[config.mk]
export PLATFORM = sky130hd
export DESIGN_NAME = ldf_led_dimming_flash_control
export DESIGN_NICKNAME = d
export VERILOG_FILES = /design/src/rtl/ldf_pkg.sv /design/src/rtl/ldf_led_dimming_flash_control.sv
export SDC_FILE = /design/constraint.sdc
export NUM_CORES = 1
export LEC_CHECK = 0
export ABC_AREA = 1
export BUFFER_PORTS_ARGS = -buffer_cell sky130_fd_sc_hd__buf_4
export CAP_MARGIN = 20
export CORE_AREA = 8 8 176 178
export CTS_CLUSTER_DIAMETER = 30
export DETAILED_ROUTE_END_ITERATION = 10
export DIE_AREA = 0 0 184 186
export MAX_ROUTING_LAYER = met4
export PLACE_DENSITY = 0.87
export SLEW_MARGIN = 20
export SYNTH_ARGS = -nofsm -noshare
export SYNTH_HDL_FRONTEND = slang
export SYNTH_SLANG_ARGS = --single-unit
[constraint.sdc]
create_clock -name sys_clk -period 10.33 [get_ports sys_clk]
set_input_delay 1.033 -clock sys_clk [delete_from_list [all_inputs] [get_ports sys_clk]]
set_output_delay 1.033 -clock sys_clk [all_outputs]
set_load 0.03 [all_outputs]
[src/rtl/ldf_pkg.sv]
// What this block does
// (RULE_01) 8-bit boost and backlight duty equals code/256; code zero keeps output off.
// (RULE_02) Duty code all ones gives 255/256, never full duty.
// (RULE_03) Blink register bit 7 switches flashing off (0) or on (1).
// (RULE_04) Blink period codes 0..14 give 1 s plus 0.5 s per step.
// (RULE_05) Blink period code 15 keeps tricolour outputs continuously active.
// (RULE_06) On-time codes 0..7 give 0.1,0.15,0.2,0.25,0.3,0.4,0.5,0.6 s.
// (RULE_07) Red register bits 7:6 set shared sink current: off, 4, 8, 12 mA.
// (RULE_08) Red bit 5 picks green (0) or blue (1) as out-of-phase channel.
// (RULE_09) Each colour has 5-bit duty in low bits, code/31 of the frame.
// (RULE_10) Upper three bits of green and blue registers have no effect.
// (RULE_11) Pulse-driver register bit 7 enables the open-drain pulse output.
// (RULE_12) Pulse frequency codes 000..110 give 15.6k,7.8k,4.5k,-,2k,1.5k,1k Hz.
// (RULE_13) Pulse frequency code 111 gives 500 Hz; field resets to 15.6 kHz.
// (RULE_14) All bits of the seven registers are writable and read back.
// (RULE_15) Every field loads its default at reset; duties zero, 1 s, 0.1 s.
// (RULE_16) 8-bit outputs repeat frames of 256 pulses at 183 or 122 Hz.
// (RULE_17) Tricolour sinks stay inactive unless blink enable is set.
// (RULE_18) Pulse code 011 gives 3000 Hz; duty is (code+1)/16.
// (RULE_19) Finite blink: pattern during on-time at period start, off for the rest.
// (RULE_20) New duty codes take effect only at the next frame boundary.
package ldf_pkg;
   // register offsets
   localparam logic [7:0] LDF_OFF_BOOST = 8'h16;
   localparam logic [7:0] LDF_OFF_BLINK = 8'h17;
   localparam logic [7:0] LDF_OFF_RED = 8'h18;
   localparam logic [7:0] LDF_OFF_GREEN = 8'h19;
   localparam logic [7:0] LDF_OFF_BLUE = 8'h1a;
   localparam logic [7:0] LDF_OFF_AUX = 8'h1d;
   localparam logic [7:0] LDF_OFF_BACKLIGHT = 8'h27;
   // values after reset
   localparam logic [7:0] LDF_RST_DUTY = 8'h00;
   localparam logic [7:0] LDF_RST_BLINK = 8'h00;
   localparam logic [7:0] LDF_RST_RED = 8'h00;
   localparam logic [7:0] LDF_RST_AUX = 8'h00;
   // field positions
   localparam int LDF_BIT_EN = 7;
   localparam int LDF_BIT_PHASE = 5;
   localparam logic [3:0] LDF_PER_CONT = 4'hf;
   // timing
   localparam int unsigned LDF_FRAME_HZ_HI = 183;
   localparam int unsigned LDF_FRAME_HZ_LO = 122;
   localparam int unsigned LDF_FRAME_PULSES = 256;
   localparam logic [4:0] LDF_RGB_SLOTS = 5'd31;
   localparam logic [4:0] LDF_RGB_SHIFT = 5'd15;
   localparam int unsigned LDF_BLINK_TICK_MS = 50;
   localparam logic [7:0] LDF_PER_BASE_TICKS = 8'd20;
   localparam logic [7:0] LDF_PER_STEP_TICKS = 8'd10;
   localparam int unsigned LDF_AUX_HZ [8] = '{15600, 7800, 4500, 3000, 2000, 1500, 1000, 500};

   // on-time in blink ticks of 50 ms
   function automatic logic [7:0] ldf_on_ticks(input logic [2:0] code);
      logic [7:0] t;
      t = 8'd2;
      case (code)
         3'd0: t = 8'd2;
         3'd1: t = 8'd3;
         3'd2: t = 8'd4;
         3'd3: t = 8'd5;
         3'd4: t = 8'd6;
         3'd5: t = 8'd8;
         3'd6: t = 8'd10;
         default: t = 8'd12;
      endcase
      return t;
   endfunction
endpackage

[src/rtl/ldf_led_dimming_flash_control.sv]
`timescale 1ns/100ps
`default_nettype none
module ldf_led_dimming_flash_control
#(
   parameter int unsigned CLK_HZ = 250_000_000
)
(
   // clock and reset
   input wire logic sys_clk,
   input wire logic sys_rst,
   // register port, same clock, read data one cycle after reg_rd
   input wire logic [7:0] reg_addr,
   input wire logic [7:0] reg_wdata,
   input wire logic reg_wr,
   input wire logic reg_rd,
   output logic [7:0] reg_rdata,
   // frame rate select from the other register
   input wire logic frame_rate_select,
   // dimming outputs
   output logic white_led_boost,
   output logic backlight_dimming_output,
   // tricolour sinks
   output logic red_sink_on,
   output logic green_sink_on,
   output logic blue_sink_on,
   output logic [1:0] tricolour_sink_current,
   // open-drain pulse pin, oe_n low pulls the pin
   output logic aux_pulse_o,
   output logic aux_pulse_oe_n
);
   import ldf_pkg::*;

   localparam logic [31:0] DIV_HI = 32'(CLK_HZ / (LDF_FRAME_HZ_HI * LDF_FRAME_PULSES));
   localparam logic [31:0] DIV_LO = 32'(CLK_HZ / (LDF_FRAME_HZ_LO * LDF_FRAME_PULSES));
   localparam logic [31:0] DIV_BLINK = 32'(CLK_HZ / (1000 / LDF_BLINK_TICK_MS));

   ////////////////////////////////////////////////////////////////////////////
   // registers
   logic [7:0] boost_q, blink_q, red_q, green_q, blue_q, aux_q, backl_q;
   logic [7:0] rdata_d;
   logic hit_boost, hit_blink, hit_red, hit_green, hit_blue, hit_aux, hit_backl;

   assign hit_boost = reg_addr == LDF_OFF_BOOST;
   assign hit_blink = reg_addr == LDF_OFF_BLINK;
   assign hit_red = reg_addr == LDF_OFF_RED;
   assign hit_green = reg_addr == LDF_OFF_GREEN;
   assign hit_blue = reg_addr == LDF_OFF_BLUE;
   assign hit_aux = reg_addr == LDF_OFF_AUX;
   assign hit_backl = reg_addr == LDF_OFF_BACKLIGHT;

   always_ff @(posedge sys_clk or posedge sys_rst)
   begin
      if (sys_rst)
      begin
         boost_q <= LDF_RST_DUTY; // RULE_15
         blink_q <= LDF_RST_BLINK;
         red_q <= LDF_RST_RED;
         green_q <= LDF_RST_DUTY;
         blue_q <= LDF_RST_DUTY;
         aux_q <= LDF_RST_AUX; // RULE_13
         backl_q <= LDF_RST_DUTY;
      end
      else if (reg_wr)
      begin
         if (hit_boost) boost_q <= reg_wdata; // RULE_14
         if (hit_blink) blink_q <= reg_wdata;
         if (hit_red) red_q <= reg_wdata;
         if (hit_green) green_q <= reg_wdata;
         if (hit_blue) blue_q <= reg_wdata;
         if (hit_aux) aux_q <= reg_wdata;
         if (hit_backl) backl_q <= reg_wdata;
      end
   end

   // unmapped offsets read zero
   always_comb
   begin
      if (hit_boost) rdata_d = boost_q;
      else if (hit_blink) rdata_d = blink_q;
      else if (hit_red) rdata_d = red_q;
      else if (hit_green) rdata_d = green_q;
      else if (hit_blue) rdata_d = blue_q;
      else if (hit_aux) rdata_d = aux_q;
      else if (hit_backl) rdata_d = backl_q;
      else rdata_d = 8'h00;
   end

   always_ff @(posedge sys_clk or posedge sys_rst)
   begin
      if (sys_rst) reg_rdata <= 8'h00;
      else if (reg_rd) reg_rdata <= rdata_d; // RULE_14
   end

   ////////////////////////////////////////////////////////////////////////////
   // pulse tick and 256-pulse frame
   logic [31:0] pdiv_q;
   logic [7:0] pidx_q;
   logic ptick, frame_end;
   logic [31:0] pdiv_max;

   assign pdiv_max = (frame_rate_select ? DIV_HI : DIV_LO) - 32'd1; // RULE_16
   assign ptick = pdiv_q >= pdiv_max;
   assign frame_end = ptick && (pidx_q == 8'hff);

   always_ff @(posedge sys_clk or posedge sys_rst)
   begin
      if (sys_rst)
      begin
         pdiv_q <= 32'd0;
         pidx_q <= 8'h00;
      end
      else
      begin
         pdiv_q <= ptick ? 32'd0 : pdiv_q + 32'd1;
         if (ptick) pidx_q <= pidx_q + 8'd1; // RULE_16
      end
   end

   ////////////////////////////////////////////////////////////////////////////
   // 8-bit dimming: spread code full pulses over each frame
   // accumulator spreads on-pulses evenly, so flicker stays at pulse rate
   logic [7:0] boost_code_q, backl_code_q, boost_acc_q, backl_acc_q;
   logic [8:0] boost_sum, backl_sum;

   assign boost_sum = {1'b0, boost_acc_q} + {1'b0, boost_code_q};
   assign backl_sum = {1'b0, backl_acc_q} + {1'b0, backl_code_q};

   always_ff @(posedge sys_clk or posedge sys_rst)
   begin
      if (sys_rst)
      begin
         boost_code_q <= 8'h00;
         backl_code_q <= 8'h00;
         boost_acc_q <= 8'h00;
         backl_acc_q <= 8'h00;
         white_led_boost <= 1'b0;
         backlight_dimming_output <= 1'b0;
      end
      else if (ptick)
      begin
         boost_acc_q <= frame_end ? 8'h00 : boost_sum[7:0];
         backl_acc_q <= frame_end ? 8'h00 : backl_sum[7:0];
         white_led_boost <= boost_sum[8]; // RULE_01 RULE_02
         backlight_dimming_output <= backl_sum[8]; // RULE_01 RULE_02
         if (frame_end)
         begin
            boost_code_q <= boost_q; // RULE_20
            backl_code_q <= backl_q; // RULE_20
         end
      end
   end

   ////////////////////////////////////////////////////////////////////////////
   // tricolour: 31-slot duty frame, blink window
   logic [4:0] slot_q, slot_sh, r_code_q, g_code_q, b_code_q;
   logic slot_end;
   logic [31:0] bdiv_q;
   logic btick;
   logic [7:0] bcnt_q, per_ticks, on_ticks;
   logic blink_en, cont, window, active;
   logic r_on, g_on, b_on;

   assign slot_end = ptick && (slot_q == LDF_RGB_SLOTS - 5'd1);
   assign slot_sh = (slot_q > LDF_RGB_SHIFT) ? slot_q - (LDF_RGB_SHIFT + 5'd1)
                                             : slot_q + LDF_RGB_SHIFT;
   assign blink_en = blink_q[LDF_BIT_EN]; // RULE_03
   assign cont = blink_q[3:0] == LDF_PER_CONT; // RULE_05
   assign per_ticks = LDF_PER_BASE_TICKS + LDF_PER_STEP_TICKS * {4'h0, blink_q[3:0]}; // RULE_04
   assign on_ticks = ldf_on_ticks(blink_q[6:4]); // RULE_06
   assign btick = bdiv_q >= DIV_BLINK - 32'd1;
   assign window = cont || (bcnt_q < on_ticks); // RULE_19
   assign active = blink_en && window && (red_q[7:6] != 2'b00); // RULE_17 RULE_07
   // phase bit picks which channel counts shifted slots
   assign r_on = slot_q < r_code_q;
   assign g_on = (red_q[LDF_BIT_PHASE] ? slot_q : slot_sh) < g_code_q; // RULE_08
   assign b_on = (red_q[LDF_BIT_PHASE] ? slot_sh : slot_q) < b_code_q; // RULE_08

   always_ff @(posedge sys_clk or posedge sys_rst)
   begin
      if (sys_rst)
      begin
         slot_q <= 5'd0;
         r_code_q <= 5'd0;
         g_code_q <= 5'd0;
         b_code_q <= 5'd0;
      end
      else if (ptick)
      begin
         slot_q <= slot_end ? 5'd0 : slot_q + 5'd1;
         if (slot_end)
         begin
            r_code_q <= red_q[4:0]; // RULE_09 RULE_20
            g_code_q <= green_q[4:0]; // RULE_10
            b_code_q <= blue_q[4:0]; // RULE_10
         end
      end
   end

   // disabled blink holds the period at its start, so enable opens with on-time
   always_ff @(posedge sys_clk or posedge sys_rst)
   begin
      if (sys_rst)
      begin
         bdiv_q <= 32'd0;
         bcnt_q <= 8'd0;
      end
      else if (!blink_en)
      begin
         bdiv_q <= 32'd0;
         bcnt_q <= 8'd0;
      end
      else
      begin
         bdiv_q <= btick ? 32'd0 : bdiv_q + 32'd1;
         if (btick) bcnt_q <= (bcnt_q >= per_ticks - 8'd1) ? 8'd0 : bcnt_q + 8'd1; // RULE_04
      end
   end

   always_ff @(posedge sys_clk or posedge sys_rst)
   begin
      if (sys_rst)
      begin
         red_sink_on <= 1'b0;
         green_sink_on <= 1'b0;
         blue_sink_on <= 1'b0;
         tricolour_sink_current <= 2'b00;
      end
      else
      begin
         red_sink_on <= active && r_on; // RULE_19
         green_sink_on <= active && g_on;
         blue_sink_on <= active && b_on;
         tricolour_sink_current <= blink_en ? red_q[7:6] : 2'b00; // RULE_07
      end
   end

   ////////////////////////////////////////////////////////////////////////////
   // low-frequency open-drain pulse driver
   logic [31:0] aux_div [8];
   logic [31:0] aux_cnt_q, aux_per_q, aux_thr;
   logic [3:0] aux_duty_q;
   logic aux_end, aux_on;

   genvar gi;
   generate
      for (gi = 0; gi < 8; gi++)
      begin : g_aux_div
         assign aux_div[gi] = 32'(CLK_HZ / LDF_AUX_HZ[gi]); // RULE_12 RULE_13 RULE_18
      end
   endgenerate

   assign aux_end = aux_cnt_q >= aux_per_q - 32'd1;
   assign aux_thr = (aux_per_q >> 4) * {27'd0, {1'b0, aux_duty_q} + 5'd1};
   assign aux_on = (aux_duty_q == 4'hf) || (aux_cnt_q < aux_thr); // RULE_18

   // period and duty change only at a period end, avoiding runt pulses
   always_ff @(posedge sys_clk or posedge sys_rst)
   begin
      if (sys_rst)
      begin
         aux_cnt_q <= 32'd0;
         aux_per_q <= 32'd1;
         aux_duty_q <= 4'h0;
      end
      else
      begin
         aux_cnt_q <= aux_end ? 32'd0 : aux_cnt_q + 32'd1;
         if (aux_end)
         begin
            aux_per_q <= aux_div[aux_q[6:4]]; // RULE_12
            aux_duty_q <= aux_q[3:0];
         end
      end
   end

   always_ff @(posedge sys_clk or posedge sys_rst)
   begin
      if (sys_rst)
      begin
         aux_pulse_o <= 1'b0;
         aux_pulse_oe_n <= 1'b1;
      end
      else
      begin
         aux_pulse_o <= 1'b0;
         aux_pulse_oe_n <= !(aux_q[LDF_BIT_EN] && aux_on); // RULE_11
      end
   end

   logic [8:0] boost_pulses_q;
   always_ff @(posedge sys_clk or posedge sys_rst)
   begin
      if (sys_rst) boost_pulses_q <= 9'd0;
      else if (ptick) boost_pulses_q <= frame_end ? 9'd0 : boost_pulses_q + {8'd0, boost_sum[8]};
   end
endmodule
`default_nettype wire

==> qor.yml <==
route.detailed.drc: 0
synth_cells: 2242
worstSetupEndpointType: "register"
setup_tns_ns: 0
synth_area_um2: 17800
area_growth_pct: 15.2
slowest_delay_ns: 0.56
cp-start-kind: "register"
postCtsHoldBufs: 0
clkSlewWorstSetupHoldPaths_ns: 0.05
ys_seq_area_share_pct: 36.4
die-area_um2: 34200
die_h_um: 186
cts.path.max_buffers: 3
finalHoldViolCount: 0
crit_slowest_cell: "fa_1"
overflow: 0
post-place-cells: 2629
insertion_delay_ns: 0.59
crit_arrival_ns: 6.12
place.gp.congestion: 0.982
drv_slew: 0
first_iter_violations: 1379
yosysUniqueCellTypes: 53
mostFrequentLayoutCell: "nand2_1"
period_needed_ns: 5.62
die_w_um: 184
synth_edf_count: 0
fp-row-count: 62
critPathMostFrequentCell: "nand2_1"
clock.fmax_mhz: 178
drive_above_1_share_pct: 8.97
yosysWarnings: 0
path_delay_family: "adder cells"
grt_max_degree: 111
relSlewSlack_pct: 32.6
cts_tree: "built"
first_pass_iters: 5
cts-root-buf: "clkbuf_16"
cellLeakagePower_nw: 10.5
totalPowerFinal_mw: 3.38
final-instance-count-excl-fill: 2737
wl_per_cell_um: 17.2
ios: 38
drtAntennaViolNets: 0
grt_setup_unrepaired: "no"
antenna_found_initial: 0
synth-seq-cells: 259
critPathKind: "register to register"
final_cell_mix: "nand2_1, dfrtp_1, inv_1"
setup_violations: 0
viasPerCell: 5.81
power_density_nw_per_um2: 164
clock-sinks: 259
grt_pass1_wl_mm: 78.8
finalCritPeriodShare_pct: 54.4
async_flop_share_pct: 100
clock_skew_ns: 0.0350
start_util_pct: 63.1
post-cts-setup-buffers: 0
cts_resized: 0
drv_cap: 0
worst_ep_required_time_ns: 10.83
num_vias: 15900
wl_mm: 47.0
status: "complete, no violations"
worstMarginPinSlew_ns: 1.01
holdCritPathClass: "register to register"
track_usage_pct: 29.0
port_buffers: 36
cp_max_fo: 13
numCtsBuffers: 57
synth_ff_type: "dfrtp_1"
fillers: 2068
antenna_cells: 0
avgSynthCellArea_um2: 7.95
h-tree-depth: 2
core_area_um2: 28200
path_buf_inv: 3
nets: 2515
grt_pass1_vias: 16200
ir_drop_uv: 157
hpwlAfterDp_mm: 32.5
post-route-util_pct: 72.7
-- registers in the layout (all words and copies together), names as in the netlist, 2 cells and up --
signal,flops
slot_q,5
pidx_q,8
r_code_q,5
aux_q,8
backl_code_q,8
bdiv_q,32
boost_acc_q,8
aux_cnt_q,32
aux_per_q,19
tricolour_sink_current,2
aux_duty_q,4
pdiv_q,32
reg_rdata,8
boost_code_q,8
green_q,8
bcnt_q,8
b_code_q,5
boost_q,8
g_code_q,5
backl_acc_q,8
blue_q,8
red_q,8
backl_q,8
blink_q,8
-- metrics by stage --
| step | worst slack [ns] | cell area [µm²] | hold WS [ns] |
|---|---|---|---|
| finish | 4.71 | 20500 | 0.463 |
| floorplan | 2.17 | 17900 | 0.396 |
| CTS | 4.75 | 20500 | 0.465 |
| detailed placement | 4.79 | 18400 | 0.454 |
| global route | 4.24 | 20500 | 0.491 |
| global placement | 4.89 | 18400 | 0.444 |
-- routing by layer --
layer  track usage (%)  share of wire [%]  wire (µm)  vias to the layer above
met5                 -                  0          0                        -
met4              10.4                2.9       1380                        0
met3              3.92                6.9       3240                      129
met2              46.8                 47      22100                      681
met1              37.2                 43      20200                     7608
li1                  -                  -          -                     7480
-- kinds of logic after synthesis --
family	count (synthesis)	share of synthesized area, %
xor gates and xnor gates	103	5.06
buffers and inverters	334	7.58
other	1	0.0210
AOI/OAI and AO/OA	260	8.02
adders and majority gates	190	15.1
DFF	259	36.4
and+or+nand+nor	1095	27.8
-- cell usage after synthesis, drive strengths merged (7+ instances only) --
cell type | number | area share (%)
nand3b | 12 | 0.51
nand4 | 89 | 3.2
xor2 | 75 | 3.7
nor4 | 18 | 1.0
buf | 39 | 1.4
fa | 42 | 4.7
a21oi | 91 | 2.6
nand2 | 547 | 12
ha | 148 | 10
inv | 261 | 5.5
nor2 | 216 | 4.7
nor3 | 60 | 2.1
nand3 | 136 | 4.0
xnor2 | 28 | 1.4
clkbuf | 27 | 0.57
clkinv | 7 | 0.16
or2 | 8 | 0.28
o21ai | 127 | 3.6
dfrtp | 257 | 36
o21bai | 8 | 0.34
-- path summary, 6_finish.rpt --
| kind | endpoint | cells after the start | slack, ns | start |
|---|---|---|---|---|
| worst max-delay path | aux_pulse_oe_n | 26 | 4.71 | aux_duty_q[0] |
| worst min-delay path | pdiv_q[0] | 1 | 0.46 | pdiv_q[0] |
| worst max register to register | aux_pulse_oe_n | 26 | 4.71 | aux_duty_q[0] |
| worst min register to register | pdiv_q[0] | 1 | 0.46 | pdiv_q[0] |
| max in group asynchronous | bdiv_q[17] | 4 | 7.41 | sys_rst |
| min in group asynchronous | aux_cnt_q[18] | 2 | 0.62 | sys_rst |
-- final cells by class --
cell class,instances,area [µm²],share of cell area (%)
tap,384,480,2.34
multi-input combinational,1675,10100,49.2
inverter,268,1020,4.95
clock buffer,67,1510,7.37
clock inverter,41,627,3.05
timing repair buffer,43,323,1.57
sequential,259,6480,31.6
-- power breakdown --
| group | total (mW) | leakage [nW] | switching [mW] | internal [mW] |
|---|---|---|---|---|
| clock | 1.98 | 1.01 | 0.622 | 1.36 |
| combinational | 0.288 | 5.95 | 0.181 | 0.106 |
| sequential | 1.11 | 3.50 | 0.0527 | 1.06 |
Power figures use the tool's default switching activity.
